**src/hw/sswc_pkg.sv**
```systemverilog
// Constants, register map and field layout of the supply supervisor wakeup control block.
// Assumes a 10 MHz pclk and an APB master with 32-bit data.
package sswc_pkg;
    localparam int unsigned CLK_HZ = 10_000_000;
    localparam int unsigned SLOW_US = 150;
    localparam int unsigned FAST_US = 2;
    localparam int unsigned FASTCLK_US = 6;
    localparam logic [15:0] SLOW_CYC = 16'(SLOW_US * (CLK_HZ / 1_000_000));
    localparam logic [15:0] FAST_CYC = 16'(FAST_US * (CLK_HZ / 1_000_000));
    localparam logic [15:0] FASTCLK_CYC = 16'(FASTCLK_US * (CLK_HZ / 1_000_000));
    // Register byte offsets.
    localparam logic [7:0] LOW_CTL_ADDR = 8'h00;
    localparam logic [7:0] HIGH_CTL_ADDR = 8'h04;
    localparam logic [7:0] FLAG_ADDR = 8'h08;
    localparam logic [7:0] CLKDIV_ADDR = 8'h0c;
    localparam logic [7:0] CLKREQ_ADDR = 8'h10;
    localparam logic [7:0] STATE_ADDR = 8'h14;
    // Low-side control fields.
    localparam int LS_SUP_EN = 0;
    localparam int LS_SUP_FP = 1;
    localparam int LS_SUP_RET = 2;
    localparam int LS_MON_EN = 3;
    localparam int LS_MON_FP = 4;
    localparam int LS_AUTO = 5;
    // High-side control fields.
    localparam int HS_SUP_EN = 0;
    localparam int HS_SUP_FP = 1;
    localparam int HS_SUP_RET = 2;
    localparam int HS_MON_EN = 3;
    localparam int HS_MON_FP = 4;
    localparam int HS_AUTO = 5;
    localparam int HS_OVP = 6;
    // Flag fields.
    localparam int FL_LOW_DLY = 0;
    localparam int FL_HIGH_DLY = 1;
    localparam int FL_WAKE_SLOW = 2;
    localparam int FL_POR = 3;
    // Clock divider field position and half-rate code.
    localparam int DIVM_LSB = 0;
    localparam logic [2:0] DIVM_HALF = 3'h1;
    localparam logic [5:0] LOW_CTL_RST = 6'h0d;
    localparam logic [6:0] HIGH_CTL_RST = 7'h0d;
    localparam logic [2:0] DIVM_RST = 3'h0;
    typedef enum logic [1:0] {SSWC_OFF, SSWC_NORMAL, SSWC_FULL} sswc_perf_t;
    typedef enum logic [1:0] {SSWC_ACTIVE, SSWC_SLEEP, SSWC_WAKE} sswc_pwr_t;
endpackage : sswc_pkg

```
**src/hw/sswc_map_if.sv**
```systemverilog
// Interface carrying one side's control bits to the state mapper and the mapped states back.
// Assumes both ends run on pclk.
`timescale 1ns/1ps
interface sswc_map_if;
    import sswc_pkg::*;
    logic sup_en;
    logic sup_fp;
    logic sup_ret;
    logic mon_en;
    logic mon_fp;
    logic auto_ctl;
    logic deep;
    sswc_perf_t sup_state;
    sswc_perf_t mon_state;
    modport ctrl (output sup_en, sup_fp, sup_ret, mon_en, mon_fp, auto_ctl, deep, input sup_state, mon_state);
    modport mapper (input sup_en, sup_fp, sup_ret, mon_en, mon_fp, auto_ctl, deep, output sup_state, mon_state);
endinterface : sswc_map_if

```
**src/hw/sswc_state_map.sv**
```systemverilog
// Maps enable, performance, retention and automatic control bits to unit states.
// Assumes the control bits are stable register outputs; result is combinational.
`timescale 1ns/1ps
module sswc_state_map
    import sswc_pkg::*;
(
    sswc_map_if.mapper m
);
    // Supervisor: off when disabled, kept in deep sleep only with retention.
    always_comb begin
        if (!m.sup_en) begin
            m.sup_state = SSWC_OFF;
        end else if (!m.deep) begin
            m.sup_state = m.sup_fp ? SSWC_FULL : SSWC_NORMAL;
        end else if (!m.sup_ret) begin
            m.sup_state = SSWC_OFF;
        end else if (m.auto_ctl) begin
            m.sup_state = m.sup_fp ? SSWC_NORMAL : SSWC_OFF;
        end else begin
            m.sup_state = m.sup_fp ? SSWC_FULL : SSWC_NORMAL;
        end
    end

    // Monitor: retention is implied, automatic control downgrades or shuts it.
    always_comb begin
        if (!m.mon_en) begin
            m.mon_state = SSWC_OFF;
        end else if (!m.deep) begin
            m.mon_state = m.mon_fp ? SSWC_FULL : SSWC_NORMAL;
        end else if (m.auto_ctl) begin
            m.mon_state = m.mon_fp ? SSWC_NORMAL : SSWC_OFF;
        end else begin
            m.mon_state = m.mon_fp ? SSWC_FULL : SSWC_NORMAL;
        end
    end
endmodule : sswc_state_map

```
**src/hw/sswc_top.sv**
```systemverilog
// Top of the supply supervisor wakeup control block: APB registers, settling delays, wakeup hold-off.
// Assumes a 10 MHz pclk; sleep request, wake and supply-high inputs arrive asynchronously.
`timescale 1ns/1ps
module sswc_top
    import sswc_pkg::*;
(
    input wire logic pclk,
    input wire logic presetn,
    input wire logic psel,
    input wire logic penable,
    input wire logic pwrite,
    input wire logic [7:0] paddr,
    input wire logic [31:0] pwdata,
    output logic [31:0] prdata,
    output logic pready,
    output logic pslverr,
    input wire logic deep_sleep_req,
    input wire logic wake_event,
    input wire logic supply_over_limit,
    input wire logic main_clk_from_osc,
    output logic cpu_hold,
    output logic main_clk_half,
    output logic submain_fast_window,
    output logic power_on_reset,
    output logic deep_sleep_active
);
    sswc_map_if low_if ();
    sswc_map_if high_if ();

    logic [5:0] low_ctl_q;
    logic [6:0] high_ctl_q;
    logic [2:0] divm_q;
    logic submain_req_q;
    logic [15:0] low_cnt_q;
    logic [15:0] high_cnt_q;
    logic [15:0] hold_cnt_q;
    logic [15:0] fast_cnt_q;
    logic [2:0] sleep_sync_q;
    logic [2:0] wake_sync_q;
    logic [2:0] ovp_sync_q;
    logic sleep_lvl_q;
    logic wake_lvl_q;
    logic ovp_lvl_q;
    logic por_q;
    sswc_pwr_t pwr_q;
    logic wr_en;
    logic rd_en;
    logic addr_ok;
    logic slow_wake;
    logic low_wr;
    logic high_wr;
    logic wake_rise;

    // Rounded-down cycle count, used for the settling and hold-off delay loads.
    // A set fp bit selects the short delay; normal mode gets the long one.
    function automatic logic [15:0] sswc_delay(input logic fp);
        sswc_delay = fp ? FAST_CYC : SLOW_CYC;
    endfunction : sswc_delay

    // Whether an address belongs to the register map.
    function automatic logic sswc_mapped(input logic [7:0] a);
        sswc_mapped = (a == LOW_CTL_ADDR) || (a == HIGH_CTL_ADDR) || (a == FLAG_ADDR) ||
            (a == CLKDIV_ADDR) || (a == CLKREQ_ADDR) || (a == STATE_ADDR);
    endfunction : sswc_mapped

    // Wiring of the two state mappers.
    assign low_if.sup_en = low_ctl_q[LS_SUP_EN];
    assign low_if.sup_fp = low_ctl_q[LS_SUP_FP];
    assign low_if.sup_ret = low_ctl_q[LS_SUP_RET];
    assign low_if.mon_en = low_ctl_q[LS_MON_EN];
    assign low_if.mon_fp = low_ctl_q[LS_MON_FP];
    assign low_if.auto_ctl = low_ctl_q[LS_AUTO];
    assign low_if.deep = (pwr_q == SSWC_SLEEP);
    assign high_if.sup_en = high_ctl_q[HS_SUP_EN];
    assign high_if.sup_fp = high_ctl_q[HS_SUP_FP];
    assign high_if.sup_ret = high_ctl_q[HS_SUP_RET];
    assign high_if.mon_en = high_ctl_q[HS_MON_EN];
    assign high_if.mon_fp = high_ctl_q[HS_MON_FP];
    assign high_if.auto_ctl = high_ctl_q[HS_AUTO];
    assign high_if.deep = (pwr_q == SSWC_SLEEP);

    sswc_state_map u_low_map (
        .m(low_if.mapper)
    );
    sswc_state_map u_high_map (
        .m(high_if.mapper)
    );

    // APB decode; the access phase completes in its first cycle.
    assign addr_ok = sswc_mapped(paddr);
    assign wr_en = psel && penable && pwrite && addr_ok;
    assign rd_en = psel && !penable && !pwrite;
    assign low_wr = wr_en && (paddr == LOW_CTL_ADDR);
    assign high_wr = wr_en && (paddr == HIGH_CTL_ADDR);

    // Slow wakeup whenever an enabled low-side unit is in normal performance.
    // Either low-side unit in normal mode is enough to need the slow wakeup.
    assign slow_wake = (low_ctl_q[LS_SUP_EN] && !low_ctl_q[LS_SUP_FP]) ||
        (low_ctl_q[LS_MON_EN] && !low_ctl_q[LS_MON_FP]);

    // Wake level qualified by the sleep state; high for one cycle, as the state leaves sleep on it.
    assign wake_rise = wake_lvl_q && (pwr_q == SSWC_SLEEP);

    // Three-stage synchronisers for the asynchronous inputs.
    // The first stage may go metastable, so only the next stage reads it.
    // A pin that toggles faster than the filter settles is simply ignored.
    always_ff @(posedge pclk or negedge presetn) begin
        if (!presetn) begin
            sleep_sync_q <= 3'h0;
            wake_sync_q <= 3'h0;
            ovp_sync_q <= 3'h0;
        end else begin
            sleep_sync_q <= {sleep_sync_q[1:0], deep_sleep_req};
            wake_sync_q <= {wake_sync_q[1:0], wake_event};
            ovp_sync_q <= {ovp_sync_q[1:0], supply_over_limit};
        end
    end

    // Levels change only when the second and third stages agree.
    // This rejects a single-cycle glitch at the cost of one more cycle of latency.
    always_ff @(posedge pclk or negedge presetn) begin
        if (!presetn) begin
            sleep_lvl_q <= 1'b0;
            wake_lvl_q <= 1'b0;
            ovp_lvl_q <= 1'b0;
        end else begin
            if (sleep_sync_q[1] == sleep_sync_q[2]) begin
                sleep_lvl_q <= sleep_sync_q[2];
            end
            if (wake_sync_q[1] == wake_sync_q[2]) begin
                wake_lvl_q <= wake_sync_q[2];
            end
            if (ovp_sync_q[1] == ovp_sync_q[2]) begin
                ovp_lvl_q <= ovp_sync_q[2];
            end
        end
    end

    // Control registers written by software.
    // Unmapped addresses never reach these writes, since wr_en already checks the map.
    always_ff @(posedge pclk or negedge presetn) begin
        if (!presetn) begin
            low_ctl_q <= LOW_CTL_RST;
            high_ctl_q <= HIGH_CTL_RST;
            divm_q <= DIVM_RST;
            submain_req_q <= 1'b1;
        end else begin
            if (low_wr) begin
                low_ctl_q <= pwdata[5:0];
            end
            if (high_wr) begin
                high_ctl_q <= pwdata[6:0];
            end
            if (wr_en && (paddr == CLKDIV_ADDR)) begin
                divm_q <= pwdata[DIVM_LSB +: 3];
            end
            if (wr_en && (paddr == CLKREQ_ADDR)) begin
                submain_req_q <= pwdata[0];
            end
        end
    end

    // Low-side settling delay, restarted by each write to its control register.
    // The length follows the performance bit being written, not the old one, so a
    // switch to normal mode gets the long delay that lets the core voltage settle.
    always_ff @(posedge pclk or negedge presetn) begin
        if (!presetn) begin
            low_cnt_q <= 16'h0000;
        end else if (low_wr) begin
            low_cnt_q <= sswc_delay(pwdata[LS_SUP_FP]);
        end else if (low_cnt_q != 16'h0000) begin
            low_cnt_q <= low_cnt_q - 16'h0001;
        end
    end

    // High-side settling delay, same treatment.
    always_ff @(posedge pclk or negedge presetn) begin
        if (!presetn) begin
            high_cnt_q <= 16'h0000;
        end else if (high_wr) begin
            high_cnt_q <= sswc_delay(pwdata[HS_SUP_FP]);
        end else if (high_cnt_q != 16'h0000) begin
            high_cnt_q <= high_cnt_q - 16'h0001;
        end
    end

    // Power state: sleep entered on request, left on wake, then hold-off runs out.
    // A wake that arrives outside the sleep state is dropped: the unit only
    // leaves sleep on a wake level seen while sleeping.
    always_ff @(posedge pclk or negedge presetn) begin
        if (!presetn) begin
            pwr_q <= SSWC_ACTIVE;
        end else begin
            case (pwr_q)
                SSWC_ACTIVE: begin
                    if (sleep_lvl_q) begin
                        pwr_q <= SSWC_SLEEP;
                    end
                end
                SSWC_SLEEP: begin
                    if (wake_lvl_q) begin
                        pwr_q <= SSWC_WAKE;
                    end
                end
                SSWC_WAKE: begin
                    if (hold_cnt_q == 16'h0001) begin
                        pwr_q <= SSWC_ACTIVE;
                    end
                end
                default: begin
                    pwr_q <= SSWC_ACTIVE;
                end
            endcase
        end
    end

    // Execution hold-off: 150 us slow or 2 us fast, loaded at wakeup.
    // While asleep the CPU is held as well, so the hold never drops between the
    // sleep state and the hold-off that follows it.
    always_ff @(posedge pclk or negedge presetn) begin
        if (!presetn) begin
            hold_cnt_q <= 16'h0000;
            cpu_hold <= 1'b0;
        end else if (wake_rise) begin
            hold_cnt_q <= sswc_delay(!slow_wake);
            cpu_hold <= 1'b1;
        end else if (hold_cnt_q != 16'h0000) begin
            hold_cnt_q <= hold_cnt_q - 16'h0001;
            cpu_hold <= (hold_cnt_q != 16'h0001);
        end else begin
            cpu_hold <= (pwr_q == SSWC_SLEEP);
        end
    end

    // Sub-main clock is ungated and fast for 6 us after wakeup when it is requested and the main clock runs from the oscillator.
    // The window is only reported; nothing here gates the sub-main clock.
    always_ff @(posedge pclk or negedge presetn) begin
        if (!presetn) begin
            fast_cnt_q <= 16'h0000;
            submain_fast_window <= 1'b0;
        end else if (wake_rise && main_clk_from_osc && submain_req_q) begin
            fast_cnt_q <= FASTCLK_CYC;
            submain_fast_window <= 1'b1;
        end else if (fast_cnt_q != 16'h0000) begin
            fast_cnt_q <= fast_cnt_q - 16'h0001;
            submain_fast_window <= (fast_cnt_q != 16'h0001);
        end else begin
            submain_fast_window <= 1'b0;
        end
    end

    // Overvoltage reset, sticky until a flag register write with the FL_POR bit set clears it.
    // An overvoltage event in the same cycle as a clear keeps the request set.
    always_ff @(posedge pclk or negedge presetn) begin
        if (!presetn) begin
            por_q <= 1'b0;
        end else if (ovp_lvl_q && high_ctl_q[HS_OVP] && high_if.mon_state != SSWC_OFF) begin
            por_q <= 1'b1;
        end else if (wr_en && (paddr == FLAG_ADDR) && pwdata[FL_POR]) begin
            por_q <= 1'b0;
        end
    end

    // Registered status outputs.
    always_ff @(posedge pclk or negedge presetn) begin
        if (!presetn) begin
            main_clk_half <= 1'b0;
            power_on_reset <= 1'b0;
            deep_sleep_active <= 1'b0;
        end else begin
            main_clk_half <= (divm_q == DIVM_HALF);
            power_on_reset <= por_q;
            deep_sleep_active <= (pwr_q == SSWC_SLEEP);
        end
    end

    // APB read data and error answer, prepared in the setup cycle.
    // Data are taken in the setup cycle so they stand during the whole access cycle.
    always_ff @(posedge pclk or negedge presetn) begin
        if (!presetn) begin
            prdata <= 32'h0000_0000;
            pslverr <= 1'b0;
            pready <= 1'b0;
        end else begin
            pready <= psel && !penable;
            pslverr <= psel && !penable && !addr_ok;
            if (rd_en) begin
                case (paddr)
                    LOW_CTL_ADDR: prdata <= {26'h0, low_ctl_q};
                    HIGH_CTL_ADDR: prdata <= {25'h0, high_ctl_q};
                    FLAG_ADDR: prdata <= {28'h0, por_q, slow_wake,
                        (high_cnt_q != 16'h0000), (low_cnt_q != 16'h0000)};
                    CLKDIV_ADDR: prdata <= {29'h0, divm_q};
                    CLKREQ_ADDR: prdata <= {31'h0, submain_req_q};
                    STATE_ADDR: prdata <= {22'h0, pwr_q, high_if.mon_state, high_if.sup_state,
                        low_if.mon_state, low_if.sup_state};
                    default: prdata <= 32'h0000_0000;
                endcase
            end
        end
    end
endmodule : sswc_top

```
**config.mk**
```make
export PLATFORM = sky130hd
export DESIGN_NAME = sswc_top
export DESIGN_NICKNAME = d
export VERILOG_FILES = /design/src/hw/sswc_pkg.sv /design/src/hw/sswc_map_if.sv /design/src/hw/sswc_state_map.sv /design/src/hw/sswc_top.sv
export SDC_FILE = /design/constraint.sdc
export NUM_CORES = 1
export LEC_CHECK = 0
export BUFFER_PORTS_ARGS = -buffer_cell sky130_fd_sc_hd__buf_2
export CORE_MARGIN = 2
export CORE_UTILIZATION = 23
export CTS_CLUSTER_DIAMETER = 100
export DETAILED_ROUTE_END_ITERATION = 8
export PLACE_DENSITY = 0.5
export RECOVER_POWER = 100
export SLEW_MARGIN = 15
export SYNTH_ARGS = -nofsm -noshare
export SYNTH_HDL_FRONTEND = slang
export SYNTH_SLANG_ARGS = --single-unit
```
**constraint.sdc**
```tcl
create_clock -name pclk -period 2.9 [get_ports pclk]
set_clock_uncertainty 0.05 [all_clocks]
set_input_delay 0.145 -clock pclk [delete_from_list [all_inputs] [get_ports pclk]]
set_output_delay 0.145 -clock pclk [all_outputs]
set_load 0.01 [all_outputs]
```
==> results of run 1 <==
-- synth_stat cells (4+ instances only) --
library cell / instances / area share (%)
a211oi_1: 5 / 0.65
a21oi_1: 14 / 1.2
a32oi_1: 5 / 0.76
and3_1: 9 / 0.98
buf_4: 22 / 2.9
clkbuf_1: 9 / 0.59
dfrtp_1: 106 / 46
dfstp_2: 7 / 3.2
ha_1: 12 / 2.6
inv_1: 19 / 1.2
mux2_2: 6 / 1.2
mux2i_1: 7 / 1.2
nand2_1: 93 / 6.1
nand2b_1: 5 / 0.55
nand3_1: 16 / 1.4
nand4_1: 6 / 0.65
nor2_1: 62 / 4.1
nor3_1: 15 / 1.3
nor3b_1: 6 / 0.79
nor4_1: 10 / 1.1
nor4b_1: 4 / 0.61
o211ai_1: 10 / 1.3
o21ai_0: 31 / 2.7
o22ai_1: 6 / 0.65
or3_1: 12 / 1.3
or4_1: 8 / 1.0
xnor2_1: 14 / 2.1
xor2_1: 26 / 4.0
-- through the flow --
step | power [mW] | hold WS (ns) | instances
finish | 5.14 | 0.0172 | 1004
floorplan | 2.94 | -0.201 | 617
detailed placement | 3.24 | 0.106 | 959
CTS | 5.23 | 0.0157 | 1004
global placement | 3.23 | 0.106 | 959
global route | 5.48 | 0.0395 | 1004
-- path summary, 6_finish.rpt --
| kind | start | end | slack (ns) |
|---|---|---|---|
| worst max-delay path | fast_cnt_q[10] | fast_cnt_q[11] | 0.49 |
| worst min-delay path | pwdata[1] | high_ctl_q[1] | 0.02 |
| worst max register to register | fast_cnt_q[10] | fast_cnt_q[11] | 0.49 |
| worst min register to register | wake_sync_q[0] | wake_sync_q[1] | 0.30 |
| max in group asynchronous | presetn | hold_cnt_q[13] | 0.78 |
| min in group asynchronous | presetn | high_ctl_q[6] | 0.18 |
-- layout make-up --
| type | count | share of cell area [%] |
|---|---|---|
| clock buffers | 25 | 7.03 |
| flip-flops and latches | 113 | 41.0 |
| multi-input cells | 451 | 38.8 |
| repair buffers | 65 | 5.40 |
| well taps | 324 | 5.87 |
| inverters | 19 | 1.03 |
| clock inverters | 7 | 0.869 |
-- layer usage --
layer	global-route usage, %	wire length (um)	vias to the layer above
met1	15.0	6660	2155
li1	-	-	2204
met4	2.90	109	0
met3	3.04	409	12
met5	0	0	-
met2	16.2	6160	52
-- cells by family after synthesis --
logic type | count (synthesis)
simple gates | 268
mux | 14
xor+xnor | 40
compound gates | 92
other cells | 1
buf+inv | 53
flops | 113
fa+ha+maj | 15
-- state kept, by name, summed over array words and instances (netlist names), 6 cells and up --
register / cells
fast_cnt_q: 16
high_cnt_q: 16
high_ctl_q: 7
hold_cnt_q: 16
low_cnt_q: 16
low_ctl_q: 6
prdata: 10
-- power breakdown --
part | switching, mW | internal (mW) | total (mW)
Clock | 0.695 | 1.23 | 1.93
Combinational | 0.574 | 0.428 | 1.00
Sequential | 0.317 | 1.89 | 2.21
Total | 1.59 | 3.55 | 5.14
-- worst max-delay path, delay by kind of cell (launching register included) --
family           cells  cell delay (ns)
AND/OR/NAND/NOR      4             1.75
multiplexers         1             0.11
flip-flops           1             0.39
-- repair_timing --
| action | CTS | global route |
|---|---|---|
| buffers inserted | 0 | 0 |
| hold buffers | 13 | 0 |
| endpoints found under the hold margin | 54 | 0 |
| gates resized for setup | 0 | 0 |
==> flow_summary.ini, run 1 <==
[global_route]
grt_first_pass_wirelength_mm = 22.6
grt_pass1_vias = 4381
antenna_found_initial = 0
grt_max_degree = 49
grt_use_total_pct = 10.7
overflow = 0

[worst_setup_path]
crit_top_cell = or3_1
cp_max_fo = 6
crit_path_start_kind = register
worstSetupPathType = register to register
cp_slowest_cell = or4_1
crit_path_max_incr_delay_ns = 0.62
r2r.worst_path.cells = 5
cp_cell_sequence = or4_1 -> or3_1 -> or3_1 -> and4b_4 -> mux2i_1
endpoint_kind = register
crit_required_ns = 3.14
critPathArrivalTime_ns = 2.65

[cells_and_area]
final_area_mm2 = 0.00691
final_cell_mix = 106 x dfrtp_1, 93 x nand2_1, 62 x nor2_1, 32 x o21ai_0, 31 x clkbuf_1
multi_input_area_mm2 = 0.00268
diodes = 0
drive_gt1_share_pct = 10.6
nets = 728
mostFrequentLayoutCell = dfrtp_1
fillers = 2606
final_util_pct = 28.3
seq_area_mm2 = 0.00284
area_growth_pct = 20.5

[placement]
globalplace.congestion = 0.773
dp_hpwl_mm = 9.47
dpl-instance-area_mm2 = 0.00632
pre_cts_slack_ns = 0.542
portBuffers = 40

[cts]
cts.sinks = 113
clockRootBuffer = clkbuf_16
htreeDepth = 4
clockBufferDepth = 2
numCtsBuffers = 17
clk_pin_slew_worst_paths_ns = 0.05
worstSkewPairLatency_ns = 0.42
cts_tree = built

[timing]
slew_viol_final = 30
finalSetupViolCount = 0
fin_crit_sh_pct = 83.1
min_period_ns = 2.41
setup_tns_ns = 0
rsz0062_at_grt = false
hold_violations = 0
fmax_ghz = 0.415
setup_slack_ns = 0.489
tightestPinTransition_ns = 1.57
max-slew-margin-rel_pct = -4.79

[outcome]
status = complete, but fails checks
violations = max-capacitance violations, max-slew violations

[yosys]
synthMuxAreaShare_pct = 2.79
seq_area_frac_synth_pct = 49.5
ys_ff_latch = 113
syn_inst = 596
synth.avg_cell_area_um2 = 9.62
ys_types = 63
synth_edf_count = 0
yosys_most_used_dff = dfrtp_1
synthArstFlopShare_pct = 100
synthAdderAreaFrac_pct = 3.14
synthSimpleGateAreaFrac_pct = 23.2
synth_area_mm2 = 0.00574
synth_xor_xnor_area_share_pct = 6.11
synth-compound-area-share_pct = 10.3
synth-warning-count = 0
synth_top_family_by_area = simple AND/OR/NAND/NOR gates

[power_and_ir_drop]
vdd_ir_drop_max_mv = 0.357
p_per_area_mw_per_mm2 = 744
p_leak_nw = 2.83

[floorplanning]
die_area_mm2 = 0.0262
die_y_um = 162
die_w_um = 162
pin_count = 88
fp-row-count = 57
core_area_mm2 = 0.0244
start_util_pct = 23.5

[routing]
routed_wl_mm = 13.3
num_vias = 4423
wl_per_cell_um = 13.3
drcViolationCount = 0
drtIter0Drc = 201
drt_first_pass_iters = 7
vias_per_cell = 4.41
ant_nets = 0

[run]
cap_violations = 1

[worst_hold_path]
hold_depth = 3
hp-class = primary input to register
Power figures use the tool's default switching activity.
==> run 2, diff against run 1 <==
==> constraint.sdc (replaced) <==
create_clock -name pclk -period 2.4 [get_ports pclk]
set_clock_uncertainty 0.05 [all_clocks]
set_input_delay 0.12 -clock pclk [delete_from_list [all_inputs] [get_ports pclk]]
set_output_delay 0.12 -clock pclk [all_outputs]
set_load 0.01 [all_outputs]
==> flow_summary.ini, run 2 (same netlist as run 1, synthesis figures left out) <==
[placement]
globalplace.congestion = 0.762
portBuffers = 40
placedCellCount = 967
dp_hpwl_mm = 9.66

[floorplanning]
pin_count = 88
core_area_mm2 = 0.0244
die_area_mm2 = 0.0262
die_w_um = 162
fp-row-count = 57
die_y_um = 162
start_util_pct = 23.5

[timing]
slew_viol_final = 0
tightestPinTransition_ns = 1.03
fin_crit_sh_pct = 94.1
fmax_ghz = 0.443
min_period_ns = 2.26
finalSetupViolCount = 0
max-slew-margin-rel_pct = 31.0
setup_tns_ns = 0
rsz0062_at_grt = false
hold_violations = 0

[worst_setup_path]
endpoint_kind = register
crit_path_max_incr_delay_ns = 0.49
crit_family = simple AND/OR/NAND/NOR gates
critPathArrivalTime_ns = 2.51
worstSetupPathType = register to register
cp_cell_sequence = inv_1 -> ha_1 -> or3b_2 -> or4_1 -> or4b_1 -> xor2_1 -> nor2_1
cp_slowest_cell = or4_1
crit_path_start_kind = register
cp_max_fo = 5
crit_required_ns = 2.65
cp.buffers_inverters = 1

[routing]
drt-met1-wl_mm = 6.64
maxUsedRoutingLayer = met4
wl_met3_um = 504
drtIter0Drc = 230
vias_per_cell = 4.44
ant_nets = 0
dr_wl_met2_mm = 6.39
drcViolationCount = 0
drt_first_pass_iters = 4
num_vias = 4494
wl_per_cell_um = 13.6
routed_wl_mm = 13.7

[power_and_ir_drop]
p_per_area_mw_per_mm2 = 907
p_leak_nw = 2.87
vdd_ir_drop_max_mv = 0.547

[global_route]
grt_use_total_pct = 10.9
grt_first_pass_wirelength_mm = 22.6
grt_pass1_vias = 4395
antenna_found_initial = 0
grt_max_degree = 45
overflow = 0

[cts]
post_cts_resized = 0
post_cts_buffers = 0
clockRootBuffer = clkbuf_16
worstSkewPairLatency_ns = 0.42
clockBufferDepth = 2
htreeDepth = 4
numCtsBuffers = 17
postCtsHoldBufs = 13
cts.sinks = 113
cts_tree = built
clk_pin_slew_worst_paths_ns = 0.05

[cells_and_area]
nets = 736
stdcell_count = 1012
final_cell_mix = 106 x dfrtp_1, 93 x nand2_1, 62 x nor2_1, 33 x clkbuf_1, 32 x o21ai_0
diodes = 0
area_growth_pct = 22.2
drive_gt1_share_pct = 11.6
mostFrequentLayoutCell = dfrtp_1

[outcome]
status = finished clean

[worst_hold_path]
hp-class = primary input to register

[run]
cap_violations = 0
[run 2: path summary, 6_finish.rpt]
kind | start | to | slack [ns] | depth (start not counted)
hold reg to reg | wake_sync_q[0] | wake_sync_q[1] | 0.31 | 0
setup reg to reg | fast_cnt_q[0] | fast_cnt_q[14] | 0.14 | 7
hold / removal | paddr[3] | pslverr | 0.06 | 3
setup / recovery | fast_cnt_q[0] | fast_cnt_q[14] | 0.14 | 7
min in group asynchronous | presetn | high_cnt_q[2] | 0.35 | 2
max in group asynchronous | presetn | low_cnt_q[8] | 0.49 | 3
[run 2: metal layers]
layer,up-vias,GRT usage [%]
met5,-,0
met4,0,4.10
met3,25,2.89
met2,75,16.8
met1,2181,14.7
li1,2213,-
[run 2: layout make-up]
cell class | count | area, um^2
timing repair buffer | 73 | 432
clock inverter | 5 | 50.0
clock buffer | 27 | 523
sequential | 113 | 2840
multi-input combinational | 451 | 2690
inverter | 19 | 71.3
tap | 324 | 405
fill | 2588 | 17400
[run 2: worst reg2reg max path: stages (launching register included)]
cell and delay, ns:
dfrtp_1 0.43, inv_1 0.11, ha_1 0.20, or3b_2 0.46, or4_1 0.49, or4b_1 0.21, xor2_1 0.15, nor2_1 0.06
[run 2: stage by stage]
stage / cell area, um^2 / hold WS, ns / util [%] / power (mW) / worst slack (ns)
after floorplan: 5810 / -0.226 / - / 3.55 / 0.177
after CTS: 7090 / 0.0300 / 29.1 / 6.46 / 0.138
after detailed placement: 6390 / 0.0884 / 26.2 / 3.96 / 0.161
after global placement: 6390 / 0.0896 / 26.2 / 3.94 / 0.173
after global routing: 7010 / 0.0778 / 28.7 / 6.76 / 0.0155
final: 7010 / 0.0578 / 28.7 / 6.35 / 0.142
[run 2: power breakdown]
| group | internal, mW | total, mW | switching (mW) | leakage (nW) |
|---|---|---|---|---|
| clock network | 1.58 | 2.43 | 0.853 | 0.287 |
| registers | 2.29 | 2.68 | 0.390 | 1.32 |
| logic | 0.533 | 1.24 | 0.711 | 1.27 |
